$ cat src/rtl/seq_cmd_params.svh
/*
 * Constants for the serial command decoder: word layout, register select
 * codes, reset values and frame length.
 * Assumes it is included by bare name from the design files.
 */
`ifndef SEQ_CMD_PARAMS_SVH
`define SEQ_CMD_PARAMS_SVH

`define WORD_BITS         16
`define CMD_KIND_BIT      15
`define CODE_MSB          15
`define CODE_LSB          11
`define SEQ_LEN_MSB       10
`define SEQ_LEN_LSB       3
`define CFG_DATA_MSB      10
`define CFG_DATA_LSB      0
`define KIND_CONFIG       1'h1
`define SEQ_LEN_CODE      5'h16
`define UPPER_SCAN_CODE   5'h14
`define SEQ_LEN_RESET     8'h00
`define BIT_COUNT_FULL    5'h10
`define BIT_COUNT_RESET   5'h00

`endif

$ cat src/rtl/seq_cmd_pkg.sv
/*
 * Types shared by the serial command decoder.
 * Assumes seq_cmd_params.svh supplies the numeric constants.
 */
package seq_cmd_pkg;

	typedef enum logic [1:0] {
		FRAME_IDLE  = 2'b01,
		FRAME_SHIFT = 2'b10
	} frame_state_t;

	typedef logic [15:0] ctl_word_t;

endpackage : seq_cmd_pkg

$ cat src/rtl/adc_sequence_command_decode.sv
/*
 * Serial control port command decoder with sequence-length configuration.
 * Assumes a host shifts 16-bit words MSB first on the serial clock while
 * chip select is low, and that the converter core reports on the system clock
 * whether a conversion sequence is running and supplies the result word.
 */
`include "seq_cmd_params.svh"

// Functional notes
// RULE1 - Code 10110 in bits 15:11 writes the sequence-length register.
// RULE2 - Bits 10:3 hold length minus one; 0 gives 1, 255 gives 256.
// RULE3 - A word with MSB 1 is a configuration-register write.
// RULE4 - A word with MSB 0 is a mode-control instruction.
// RULE5 - Mode instruction mid-sequence waits, then starts at next chip-select fall.
// RULE6 - Configuration write mid-sequence leaves the running scan settings untouched. Code holds only the length; other codes still pulse cfg_write_out.
// RULE7 - After mid-sequence configuration write, output data invalid until next mode instruction.
// RULE8 - Other configuration registers are selected by their own 5-bit codes.
// RULE9 - One 16-bit word per low chip select, MSB first, decoded at rise.
module adc_sequence_command_decode
	import seq_cmd_pkg::*;
(
	input  wire logic        mclk_in,           // System clock, 250 MHz.
	input  wire logic        rst_b_in,          // Active-low asynchronous reset.
	input  wire logic        serial_clk_in,     // Host serial clock pin.
	input  wire logic        chip_select_n_in,  // Host chip select pin, active low.
	input  wire logic        serial_data_in,    // Host serial data pin.
	input  wire logic        conv_active_in,    // Converter core sequence running.
	input  wire logic [15:0] result_word_in,    // Converter result for next frame.
	output logic             serial_data_out,   // Serial data to host.
	output logic             dout_valid_out,    // Serial output data is valid.
	output logic [7:0]       seq_len_out,       // Applied length minus one.
	output logic [7:0]       seq_len_staged_out,// Last written length minus one.
	output logic             mode_start_out,    // Pulse: mode instruction executes.
	output logic [15:0]      mode_word_out,     // Mode instruction word.
	output logic             cfg_write_out,     // Pulse: configuration write.
	output logic [4:0]       cfg_code_out,      // Configuration register code.
	output logic [10:0]      cfg_data_out       // Configuration payload bits.
);

	function automatic logic [4:0] reg_code(input ctl_word_t w);
		reg_code = w[`CODE_MSB:`CODE_LSB];
	endfunction : reg_code

	logic rst_meta_reg;
	logic rst_sync_reg;

	always_ff @(posedge mclk_in or negedge rst_b_in) begin
		if (!rst_b_in) begin
			rst_meta_reg <= 1'h0;
			rst_sync_reg <= 1'h0;
		end else begin
			rst_meta_reg <= 1'h1;
			rst_sync_reg <= rst_meta_reg;
		end
	end

	logic [2:0] pins_sync;
	logic       s_sclk;
	logic       s_cs_n;
	logic       s_sdi;

	pin_sync #(
		.WIDTH(3)
	) u_pin_sync (
		.clk_in  (mclk_in),
		.rst_b_in(rst_sync_reg),
		.pins_in ({serial_clk_in, chip_select_n_in, serial_data_in}),
		.sync_out(pins_sync)
	);

	assign s_sclk = pins_sync[2];
	assign s_cs_n = pins_sync[1];
	assign s_sdi  = pins_sync[0];

	frame_state_t state_reg,       state_next;
	logic         sclk_d_reg,      sclk_d_next;
	logic         cs_d_reg,        cs_d_next;
	ctl_word_t    rx_reg,          rx_next;
	ctl_word_t    tx_reg,          tx_next;
	logic [4:0]   bit_cnt_reg,     bit_cnt_next;
	logic         dout_reg,        dout_next;
	logic         valid_reg,       valid_next;
	logic [7:0]   len_reg,         len_next;
	logic [7:0]   staged_reg,      staged_next;
	logic         pending_reg,     pending_next;
	ctl_word_t    mode_word_reg,   mode_word_next;
	logic         mode_start_reg,  mode_start_next;
	logic         cfg_wr_reg,      cfg_wr_next;
	logic [4:0]   cfg_code_reg,    cfg_code_next;
	logic [10:0]  cfg_data_reg,    cfg_data_next;

	logic      sclk_rise;
	logic      sclk_fall;
	logic      cs_fall;
	logic      cs_rise;
	ctl_word_t word;

	assign sclk_rise = s_sclk & ~sclk_d_reg;
	assign sclk_fall = ~s_sclk & sclk_d_reg;
	assign cs_fall   = cs_d_reg & ~s_cs_n;
	assign cs_rise   = ~cs_d_reg & s_cs_n;
	assign word      = rx_reg;

	always_comb begin
		state_next      = state_reg;
		sclk_d_next     = s_sclk;
		cs_d_next       = s_cs_n;
		rx_next         = rx_reg;
		tx_next         = tx_reg;
		bit_cnt_next    = bit_cnt_reg;
		dout_next       = dout_reg;
		valid_next      = valid_reg;
		len_next        = len_reg;
		staged_next     = staged_reg;
		pending_next    = pending_reg;
		mode_word_next  = mode_word_reg;
		mode_start_next = 1'h0;
		cfg_wr_next     = 1'h0;
		cfg_code_next   = cfg_code_reg;
		cfg_data_next   = cfg_data_reg;
		case (state_reg)
			FRAME_IDLE: begin
				if (cs_fall) begin
					state_next   = FRAME_SHIFT;
					bit_cnt_next = `BIT_COUNT_RESET; // RULE9
					// Invalid frames shift out zeros so stale results never leak.
					tx_next      = valid_reg ? result_word_in : '0; // RULE7
					dout_next    = valid_reg ? result_word_in[`WORD_BITS-1] : 1'h0;
					if (pending_reg) begin
						pending_next    = 1'h0; // RULE5
						mode_start_next = 1'h1; // RULE5
						len_next        = staged_reg;
						valid_next      = 1'h1; // RULE7
						tx_next         = result_word_in;
						dout_next       = result_word_in[`WORD_BITS-1];
					end
				end
			end
			FRAME_SHIFT: begin
				if (sclk_rise && bit_cnt_reg != `BIT_COUNT_FULL) begin
					rx_next      = {rx_reg[`WORD_BITS-2:0], s_sdi}; // RULE9
					bit_cnt_next = bit_cnt_reg + 5'h01;
				end
				if (sclk_fall) begin
					tx_next   = {tx_reg[`WORD_BITS-2:0], 1'h0};
					dout_next = tx_reg[`WORD_BITS-2];
				end
				if (cs_rise) begin
					state_next = FRAME_IDLE;
					dout_next  = 1'h0;
					// A shorter frame is dropped whole; a longer one is decoded from its first 16 bits.
					if (bit_cnt_reg == `BIT_COUNT_FULL) begin // RULE9
						if (word[`CMD_KIND_BIT] == `KIND_CONFIG) begin // RULE3
							cfg_wr_next   = 1'h1; // RULE8
							cfg_code_next = reg_code(word); // RULE8
							cfg_data_next = word[`CFG_DATA_MSB:`CFG_DATA_LSB];
							if (reg_code(word) == `SEQ_LEN_CODE) begin // RULE1
								staged_next = word[`SEQ_LEN_MSB:`SEQ_LEN_LSB]; // RULE2
								if (!conv_active_in) begin
									len_next = word[`SEQ_LEN_MSB:`SEQ_LEN_LSB]; // RULE2
								end
							end
							if (conv_active_in) begin
								valid_next = 1'h0; // RULE7
							end
						end else if (conv_active_in) begin // RULE4
							pending_next   = 1'h1; // RULE5
							mode_word_next = word;
						end else begin
							mode_start_next = 1'h1; // RULE4
							mode_word_next  = word;
							len_next        = staged_reg; // RULE6
							valid_next      = 1'h1; // RULE7
						end
					end
				end
			end
			default: begin
				state_next = FRAME_IDLE;
			end
		endcase
	end

	// Running sequence keeps len_reg; a mode instruction moves staged into it, and a length write while idle loads it directly.
	always_ff @(posedge mclk_in or negedge rst_sync_reg) begin
		if (!rst_sync_reg) begin
			state_reg      <= FRAME_IDLE;
			sclk_d_reg     <= 1'h0;
			// The synchroniser leaves reset showing chip select low, so the edge
			// history starts low too; otherwise a false frame opens after reset.
			cs_d_reg       <= 1'h0;
			rx_reg         <= '0;
			tx_reg         <= '0;
			bit_cnt_reg    <= `BIT_COUNT_RESET;
			dout_reg       <= 1'h0;
			valid_reg      <= 1'h1;
			len_reg        <= `SEQ_LEN_RESET;
			staged_reg     <= `SEQ_LEN_RESET;
			pending_reg    <= 1'h0;
			mode_word_reg  <= '0;
			mode_start_reg <= 1'h0;
			cfg_wr_reg     <= 1'h0;
			cfg_code_reg   <= 5'h00;
			cfg_data_reg   <= 11'h000;
		end else begin
			state_reg      <= state_next;
			sclk_d_reg     <= sclk_d_next;
			cs_d_reg       <= cs_d_next;
			rx_reg         <= rx_next;
			tx_reg         <= tx_next;
			bit_cnt_reg    <= bit_cnt_next;
			dout_reg       <= dout_next;
			valid_reg      <= valid_next;
			len_reg        <= len_next; // RULE6
			staged_reg     <= staged_next;
			pending_reg    <= pending_next;
			mode_word_reg  <= mode_word_next;
			mode_start_reg <= mode_start_next;
			cfg_wr_reg     <= cfg_wr_next;
			cfg_code_reg   <= cfg_code_next;
			cfg_data_reg   <= cfg_data_next;
		end
	end

	assign serial_data_out    = dout_reg;
	assign dout_valid_out     = valid_reg;
	assign seq_len_out        = len_reg;
	assign seq_len_staged_out = staged_reg;
	assign mode_start_out     = mode_start_reg;
	assign mode_word_out      = mode_word_reg;
	assign cfg_write_out      = cfg_wr_reg;
	assign cfg_code_out       = cfg_code_reg;
	assign cfg_data_out       = cfg_data_reg;

endmodule : adc_sequence_command_decode

$ cat src/rtl/pin_sync.sv
/*
 * Two-flop synchroniser for a bundle of asynchronous pins.
 * Assumes each bit is an independent level; no bus coherence is given.
 */
module pin_sync #(
	parameter int WIDTH = 3
) (
	input  wire logic             clk_in,   // Sampling clock.
	input  wire logic             rst_b_in, // Active-low asynchronous reset.
	input  wire logic [WIDTH-1:0] pins_in,  // Asynchronous levels.
	output logic      [WIDTH-1:0] sync_out  // Synchronised levels.
);

	logic [WIDTH-1:0] meta_reg;
	logic [WIDTH-1:0] sync_reg;

	always_ff @(posedge clk_in or negedge rst_b_in) begin
		if (!rst_b_in) begin
			meta_reg <= '0;
			sync_reg <= '0;
		end else begin
			meta_reg <= pins_in;
			sync_reg <= meta_reg;
		end
	end

	assign sync_out = sync_reg;

endmodule : pin_sync

$ cat config.mk
export PLATFORM = sky130hd
export DESIGN_NAME = adc_sequence_command_decode
export DESIGN_NICKNAME = d
export VERILOG_FILES = /design/src/rtl/seq_cmd_pkg.sv /design/src/rtl/adc_sequence_command_decode.sv /design/src/rtl/pin_sync.sv
export VERILOG_INCLUDE_DIRS = /design/src /design/src/rtl
export SDC_FILE = /design/constraint.sdc
export NUM_CORES = 1
export LEC_CHECK = 0
export BUFFER_PORTS_ARGS = -buffer_cell sky130_fd_sc_hd__buf_2
export CORE_UTILIZATION = 49
export DETAILED_ROUTE_END_ITERATION = 10
export PLACE_DENSITY = 0.74
export SKIP_CTS_REPAIR_TIMING = 1
export SLEW_MARGIN = 20
export SYNTH_ARGS = -nofsm -noshare
export SYNTH_HDL_FRONTEND = slang
export SYNTH_SLANG_ARGS = --single-unit
$ cat constraint.sdc
create_clock -name mclk_in -period 3.05 [get_ports mclk_in]
set_input_delay 0.1525 -clock mclk_in [delete_from_list [all_inputs] [get_ports mclk_in]]
set_output_delay 0.1525 -clock mclk_in [all_outputs]
set_load 0.005 [all_outputs]
# Yosys cells after proc, flatten, opt, wreduce, memory -nomap -nowiden
# Index checks and enable logic that the tools add are counted.
[word_totals]
word_cells = 112
out_inout_bits = 52
reg_bits = 100
in_bits = 22
[classes]
n_eq_ne = 18
n_mux = 51
n_bitwise = 9
reduce_logical = 13
n_addsub = 1
[op_table]
columns = ["op", "n"]
rows = [
  ["$mux 8", 8],
  ["$mux 15", 4],
  ["$pmux 15 s2", 1],
  ["$mux 1", 27],
  ["$ne 2x2->1 const B", 8],
  ["$pmux 8 s2", 1],
  ["$ne 3x3->1 const B", 5],
  ["$eq 5x5->1 const B", 2],
  ["$mux 5", 2],
  ["$pmux 5 s2", 1],
  ["$reduce_and 3->1", 3],
  ["$pmux 1 s2", 4],
  ["$reduce_and 4->1", 2],
  ["$reduce_and 8->1", 1],
  ["$reduce_and 7->1", 1],
  ["$reduce_and 6->1", 1],
  ["$add 5x1->5 const B", 1],
  ["$ne 5x5->1 const B", 1],
  ["$not 1->1", 5],
  ["$reduce_and 5->1", 1],
  ["$and 1x1->1", 4],
  ["$mux 2", 2],
  ["$pmux 2 s2", 1],
  ["$reduce_and 2->1", 2],
  ["other kinds (4)", 4],
]

# Logic depth before layout (Yosys ltp)
# Gate-level depths: netlist of run 1.
[logic_depth]
depth_word = 6
depth_mapped = 9
mapped_depth_nobuf = 6

# By module
# Synthesis of run 1 repeated with hierarchy kept, for this count alone.
[hier_totals]
hier_cells = 315
hier_area_um2 = 4169.0
[by_module_without_submodules]
columns = ["mod", "cells_each", "seq_area_each_um2", "area_per_inst_um2", "n_inst"]
rows = [
  ["adc_sequence_command_decode", 309, 2354.8, 4018.9, 1],
  ["pin_sync", 6, 150.1, 150.1, 1],
]

# Worst setup path before layout of run 1
# No wires, ideal clock.
[synth_path]
path_type = "register -> register"
from = "reg state_reg[0]"
to = "reg cfg_code_reg[0] (netlist: cfg_code_out[0])"
synth_period_minus_slack_ns = 2.065
stages_incl_launch_ff = 9
path_buffers = 3
setup_ns = 0.125
t_arrival_ns = 1.940
required_time_ns = 2.925
setup_slack_ns = 0.985
cell_sequence = "dfstp_2 inv_1 ha_1 buf_2 nand2_1 buf_2 nor3_2 buf_2 mux2_2"
[synth_via]
elab_chain_cells = 2
[synth_rtl]
columns = ["element", "line", "source"]
rows = [
  ["start, declared", "adc_sequence_command_decode.sv:75", "frame_state_t state_reg, state_next;"],
  ["start signal, assigned", "adc_sequence_command_decode.sv:206", "state_reg <= state_next;"],
  ["$eq 2x2->1", "adc_sequence_command_decode.sv:121", "case (state_reg)"],
  ["$reduce_and 4->1 (no source line)", "n/a", ""],
  ["end signal, assigned", "adc_sequence_command_decode.sv:220", "cfg_code_reg <= cfg_code_next;"],
  ["end, declared", "adc_sequence_command_decode.sv:89", "logic [4:0] cfg_code_reg, cfg_code_next;"],
]
# Every way passes these cells.
# A chain may end at the register's enable or synchronous reset.

# Final worst setup path of run 1
[layout_path]
from = "reg state_reg[0]"
to = "reg len_reg[0] (netlist: seq_len_out[0])"
[layout_via]
elab_chain_cells = 3
word_cells_on_any_way = 12
classes_between = "9 x eq/ne; 1 x mux; 2 x reduce/logical"
[layout_rtl]
columns = ["element", "line", "source"]
rows = [
  ["$eq 2x2->1 or $eq 2x1->1 (tied branches)", "adc_sequence_command_decode.sv:121", ""],
  ["$ne 3x3->1 (no source line), or another cell as far along", "n/a", ""],
  ["$reduce_and 8->1 (no source line)", "n/a", ""],
  ["end signal, assigned", "adc_sequence_command_decode.sv:197", "len_reg <= `SEQ_LEN_RESET;"],
  ["end signal, assigned", "adc_sequence_command_decode.sv:214", "len_reg <= len_next;"],
  ["end, declared", "adc_sequence_command_decode.sv:83", "logic [7:0] len_reg, len_next;"],
]
# Several ways; a longest one is shown, not always the timed one.

==> metrics.cfg, run 1 <==
[route]
dr.first_iter.drc_count=123
first_pass_iters=4
post_drt_via_cell_ratio=5.45
detailroute.wirelength.met3_um=408
detailroute.wirelength.met2_mm=3.67
topRoutingLayerUsed=met4
drcViolationCount=0
routed_wirelength_mm=8.21
wl_per_cell_um=16.5
vias=2721
ant_nets=0
routedLengthMet1_mm=4.00

[global_route]
groute.usage.overall=0.200
antenna_found_initial=0
grt_pass1_vias=2640
grt_max_degree=59
grt_remaining_overflow=0
grt_pass1_wl_mm=13.5

[run]
cap_viol_max_count=0

[power_and_ir_drop]
max-vdd-ir-drop_v=0.000289
power-per-cell-area_nw_per_um2=592
power_frac_seq=0.533
swShare=0.276
power_frac_comb=0.150
internal_power_uw=2110
clkPwrFrac=0.317
cellLeakagePower_uw=0.00259
power.net_switching_uw=803

[die]
effective_utilization_at_floorplan=0.510
fp.dieW_um=94.9
core_um2=8300
floorplan_row_count=33
floorplan.die_area_um2=9010
die-height_um=94.9
top_level_ports=74

[cts]
cts_root_cell=sky130_fd_sc_hd__clkbuf_8
clk_path_buf_depth=2
htree_levels=3
clock_tree_from_tritoncts=done
clk_pin_slew_worst_paths_ps=100
cts_sinks=100
cts-buffers-inserted=9
worstSkewPairLatency_ps=360

[final_layout]
final_layout_fill_cell_count=658
post_layout_nets=415
largest_register_ff_count=16
final_cell_area_um2=4930
commonest_cells_after_routing_fill_and_taps_aside=97 x sky130_fd_sc_hd__dfrtp_1, 72 x sky130_fd_sc_hd__buf_2, 63 x sky130_fd_sc_hd__mux2_2
area.sequential_um2=2510
syn_to_final_growth_pct=16.5
multi_input_comb_area_um2=1590
insertedDiodeCount=0
layout_commonest_cell=sky130_fd_sc_hd__dfrtp_1
drive_gt1_frac=0.444

[worst_setup_path]
crit_required_ps=3300
setup.worst_path.start_class=flop
worst_path_fanout_max=16
crit_path_top_delay_cell=sky130_fd_sc_hd__ha_1
sort_of_element_at_the_end_of_the_critical_path=flop
timing.critical_path.arrival_ps=2630
crit_path_max_incr_delay_ps=460
critical_path_type=flop to flop
cp_cell_instances=inv_1 -> ha_1 -> nand2_1 -> buf_4 -> o211ai_2 -> mux2_2

[sta]
finalSetupViolCount=0
grt_setup_unrepaired=false
final_hold_viol_count=0
worst_slew_pin_slew_ps=754
maxClockFrequency_ghz=0.420
finalSetupTns_ps=0
post-route-min-period_ps=2380
layout_worst_path_cycle_share=0.781
final_critical_path_setup_slack_ps=669
clock_skew_ps=13.9
max-slew-margin-rel=0.497
finalMaxSlewViolations=0

[hold_path]
holdCritPathClass=input port to flop

[logic_synthesis]
ys_dominant_reg_cell=sky130_fd_sc_hd__dfrtp_1
synth-seq-cells=100
yosys_warnings=0
synth_area_per_cell_um2=13.5
syn_area_um2=4230
number_of_nets_in_the_synthesized_netlist=340
synth_enable_flop_cells=0
async_flop_share=1.00
distinct_cells_synth=48
postSynthCellCount=314
ys_seq_area_frac=0.592

[placed_design]
routabilityCongestion=0.854
post-place-ws_ps=706
io_buffer_count=72
placement.cell_area_um2=4670
dp_hpwl_mm=5.49

[status]
run_status=finished, final reports clean

==> worst paths after layout <==
path | from | to | slack, ps | cells after the start
setup / recovery | state_reg[0]$_DFFE_PN1P_ | seq_len_out[0]$_DFFE_PN0P_ | 670 | 6
hold / removal | result_word_in[0] | tx_reg[0]$_DFFE_PN0P_ | 50 | 3
setup reg to reg | state_reg[0]$_DFFE_PN1P_ | seq_len_out[0]$_DFFE_PN0P_ | 670 | 6
hold reg to reg | u_pin_sync.meta_reg[0]$_DFF_PN0_ | u_pin_sync.sync_out[0]$_DFF_PN0_ | 350 | 0
max in group asynchronous | rst_sync_reg$_DFF_PN0_ | dout_valid_out$_DFFE_PN1P_ | 1800 | 1
min in group asynchronous | rst_b_in | rst_sync_reg$_DFF_PN0_ | 80 | 2
==> power by group through the flow <==
stage	Combinational, uW	Clock, uW	Sequential [uW]
finish	436	924	1550
detailed placement	431	0	1580
global placement	411	0	1570
CTS	434	945	1560
global route	493	993	1570
floorplan	332	0	1560
==> routing by layer <==
| metal | vias up | track usage |
|---|---|---|
| li1 | 1275 | - |
| met1 | 1364 | 0.287 |
| met2 | 71 | 0.296 |
| met3 | 11 | 0.0459 |
| met4 | 0 | 0.0758 |
| met5 | - | 0 |
==> metrics by stage <==
stage,hold slack (ps),std cells,power (uW),utilization
final,50.5,499,2910,0.594
after global routing,87.7,499,3060,0.594
after CTS,-469,495,2930,0.589
after detailed placement,-61.9,479,2010,0.563
after global placement,-62.7,479,1980,0.563
after floorplan,-143,314,1890,-
==> cell usage after synthesis, types with 3 or more instances <==
cell,instances,share of area
sky130_fd_sc_hd__mux2_4,9,0.032
sky130_fd_sc_hd__dfrtp_1,98,0.58
sky130_fd_sc_hd__mux2_2,63,0.17
sky130_fd_sc_hd__ha_1,4,0.012
sky130_fd_sc_hd__nand2_1,4,0.0035
sky130_fd_sc_hd__a22oi_1,15,0.027
sky130_fd_sc_hd__nand3_1,7,0.0083
sky130_fd_sc_hd__nor3_1,3,0.0035
sky130_fd_sc_hd__clkbuf_1,8,0.0071
sky130_fd_sc_hd__a21oi_1,20,0.024
sky130_fd_sc_hd__nor2_1,22,0.020
sky130_fd_sc_hd__inv_1,7,0.0062
sky130_fd_sc_hd__buf_2,8,0.0095
sky130_fd_sc_hd__nand2b_1,3,0.0044
==> critical path, delay by kind of cell (launching register included) <==
| family | cells | cell delay, ps |
|---|---|---|
| AO/OA/AOI/OAI | 1 | 440 |
| adder cells (fa/ha/maj) | 1 | 460 |
| buffers and inverters | 2 | 300 |
| flip-flops | 1 | 390 |
| multiplexers | 1 | 400 |
| AND/OR/NAND/NOR | 1 | 280 |
==> cell type report <==
class,instances,share of cell area
Tap cell,105,0.0267
Inverter,7,0.00533
Clock inverter,5,0.0175
Sequential cell,100,0.509
Timing Repair Buffer,83,0.0919
Multi-Input combinational cell,188,0.323
Clock buffer,11,0.0267
==> cell families (layout without fill, tap and decap cells) <==
group,count (synthesis),after routing,share of synthesized area
compound gates,52,52,0.0840
fa+ha+maj,4,4,0.0118
buf+inv,26,106,0.0319
flops,100,100,0.592
mux,72,72,0.200
other cells,2,2,0.00178
simple gates,58,58,0.0787
Power figures use the tool's default switching activity.
==> run 2: changes to the inputs <==
Settings changed: PLACE_DENSITY 0.74 to 0.71.
Clock period 3.05 ns to 2.3 ns, I/O delays scaled along.
==> run 2 against run 1 <==
Against the previous run: cell count increased by 1.4%; critical path depth decreased by 1; power increased by 31%; critical path type unchanged.
==> metrics.cfg, run 2 (same netlist as run 1, synthesis figures left out) <==
[worst_setup_path]
sort_of_element_at_the_end_of_the_critical_path=flop  ; unchanged
crit_required_ps=2550  ; was 3300 ps
timing.critical_path.arrival_ps=2340  ; was 2630 ps
cp_cell_instances=ha_1 -> nand4b_1 -> o32ai_1 -> o211ai_2 -> mux2_2  ; was inv_1 -> ha_1 -> nand2_1 -> buf_4 -> o211ai_2 -> mux2_2
critical_path.top_delay_family=flip-flops  ; was adder cells
crit_path_max_incr_delay_ps=560  ; was 460 ps
setup.worst_path.start_class=flop  ; unchanged
crit_path_top_delay_cell=sky130_fd_sc_hd__dfstp_2  ; was sky130_fd_sc_hd__ha_1
critical_path_buf_inv_count=0  ; was 2
critical_path_type=flop to flop  ; unchanged
worst_path_fanout_max=10  ; was 16

[die]
floorplan_row_count=33  ; unchanged
core_um2=8300  ; unchanged
floorplan.die_area_um2=9010  ; unchanged
die-height_um=94.9  ; unchanged
effective_utilization_at_floorplan=0.510  ; unchanged
top_level_ports=74  ; unchanged
fp.dieW_um=94.9  ; unchanged

[final_layout]
area.sequential_um2=2510  ; unchanged
multi_input_comb_area_um2=1590  ; unchanged
final_cell_area_um2=4990  ; was 4930 um^2
commonest_cells_after_routing_fill_and_taps_aside=97 x sky130_fd_sc_hd__dfrtp_1, 72 x sky130_fd_sc_hd__buf_2, 63 x sky130_fd_sc_hd__mux2_2  ; unchanged
final_non_filler_cells=506  ; was 499
post_layout_nets=422  ; was 415
layout_commonest_cell=sky130_fd_sc_hd__dfrtp_1  ; unchanged
drive_gt1_frac=0.456  ; was 0.444
final_layout_fill_cell_count=688  ; was 658
largest_register_ff_count=16  ; unchanged
insertedDiodeCount=0  ; unchanged
syn_to_final_growth_pct=17.9  ; was 16.5%

[cts]
clock_tree_from_tritoncts=done  ; unchanged
cts_root_cell=sky130_fd_sc_hd__clkbuf_8  ; unchanged
clk_path_buf_depth=2  ; unchanged
cts_sinks=100  ; unchanged
worstSkewPairLatency_ps=360  ; about the same
htree_levels=3  ; unchanged
cts-buffers-inserted=9  ; unchanged
clk_pin_slew_worst_paths_ps=100  ; about the same

[route]
vias=2763  ; was 2721
wl_per_cell_um=16.0  ; was 16.5 um
ant_nets=0  ; unchanged
routed_wirelength_mm=8.10  ; was 8.21 mm
first_pass_iters=4  ; unchanged
dr.first_iter.drc_count=114  ; was 123
drcViolationCount=0  ; unchanged
post_drt_via_cell_ratio=5.46  ; was 5.45

[power_and_ir_drop]
p_total_uw=3810  ; was 2910 uW
cellLeakagePower_uw=0.00263  ; was 0.00259 uW
power-per-cell-area_nw_per_um2=764  ; was 592 nW/um^2
max-vdd-ir-drop_v=0.000370  ; was 0.000289 V

[sta]
worst_slew_pin_slew_ps=540  ; was 754 ps
final_hold_viol_count=0  ; unchanged
grt_setup_unrepaired=false  ; unchanged
maxClockFrequency_ghz=0.479  ; was 0.420 GHz
clock_skew_ps=13.2  ; was 13.9 ps
post-route-min-period_ps=2090  ; was 2380 ps
finalMaxSlewViolations=0  ; unchanged
finalSetupViolCount=0  ; unchanged
max-slew-margin-rel=0.640  ; was 0.497
layout_worst_path_cycle_share=0.908  ; was 0.781
finalSetupTns_ps=0  ; unchanged

[global_route]
grt_pass1_vias=2632  ; was 2640
groute.usage.overall=0.195  ; was 0.200
grt_max_degree=45  ; was 59
grt_remaining_overflow=0  ; unchanged
antenna_found_initial=0  ; unchanged
grt_pass1_wl_mm=13.2  ; was 13.5 mm

[placed_design]
routabilityCongestion=0.840  ; was 0.854
dp_hpwl_mm=5.49  ; about the same
place_inst=485  ; was 479
placement.cell_area_um2=4730  ; was 4670 um^2
io_buffer_count=72  ; unchanged

[run]
cap_viol_max_count=0  ; unchanged

[hold_path]
holdCritPathClass=input port to asynchronous set/reset pin  ; was input port to flop

[status]
run_status=finished, final reports clean  ; unchanged

==> run 2: changes by cell type in the layout (fill, tap and decap cells not counted), sizes merged <==
cell and delta:
dlygate4sd3 +1, clkbuf -1, clkinvlp -2, buf +6, bufinv -1, clkinv +4
==> run 2: cell type report <==
type | instances | share of cell area
clock buffers | 10 | 0.0276
clock inverters | 6 | 0.0148
inverters | 7 | 0.00527
multi-input cells | 188 | 0.319
flip-flops and latches | 100 | 0.503
well taps | 105 | 0.0263
repair buffers | 90 | 0.104
==> run 2: where the power goes <==
part           internal (uW)  switching [uW]  total [uW]
Sequential              1940             119        2060
Combinational            262             342         603
Clock                    544             608        1150
Total                   2740            1070        3810
==> run 2: per-stage QoR <==
step / setup slack, ps / util / hold WS, ps
5_1_grt: 96.3 / 0.601 / 38.9
6_report: 212 / 0.601 / 52.0
4_1_cts: 216 / 0.595 / -505
3_3_place_gp: 288 / 0.570 / -99.7
2_1_floorplan: 235 / - / -181
3_5_place_dp: 237 / 0.570 / -98.1
==> run 2: layer usage <==
metal	wire, um	GRT usage
met3	436	0.0612
met1	3800	0.263
met2	3790	0.305
met4	71	0.0530
met5	0	0
==> run 2: path summary, 6_finish.rpt <==
path                       slack (ps)                      from  cells after the start                           end
setup / recovery                  210  state_reg[0]$_DFFE_PN1P_                      5    seq_len_out[0]$_DFFE_PN0P_
hold / removal                     50                  rst_b_in                      2        rst_sync_reg$_DFF_PN0_
setup reg to reg                  210  state_reg[0]$_DFFE_PN1P_                      5    seq_len_out[0]$_DFFE_PN0P_
hold reg to reg                   330    rst_sync_reg$_DFF_PN0_                      0  mode_word_out[8]$_DFFE_PN0P_
max in group asynchronous        1310    rst_sync_reg$_DFF_PN0_                      1      state_reg[0]$_DFFE_PN1P_
min in group mclk_in               50         result_word_in[5]                      3         tx_reg[5]$_DFFE_PN0P_
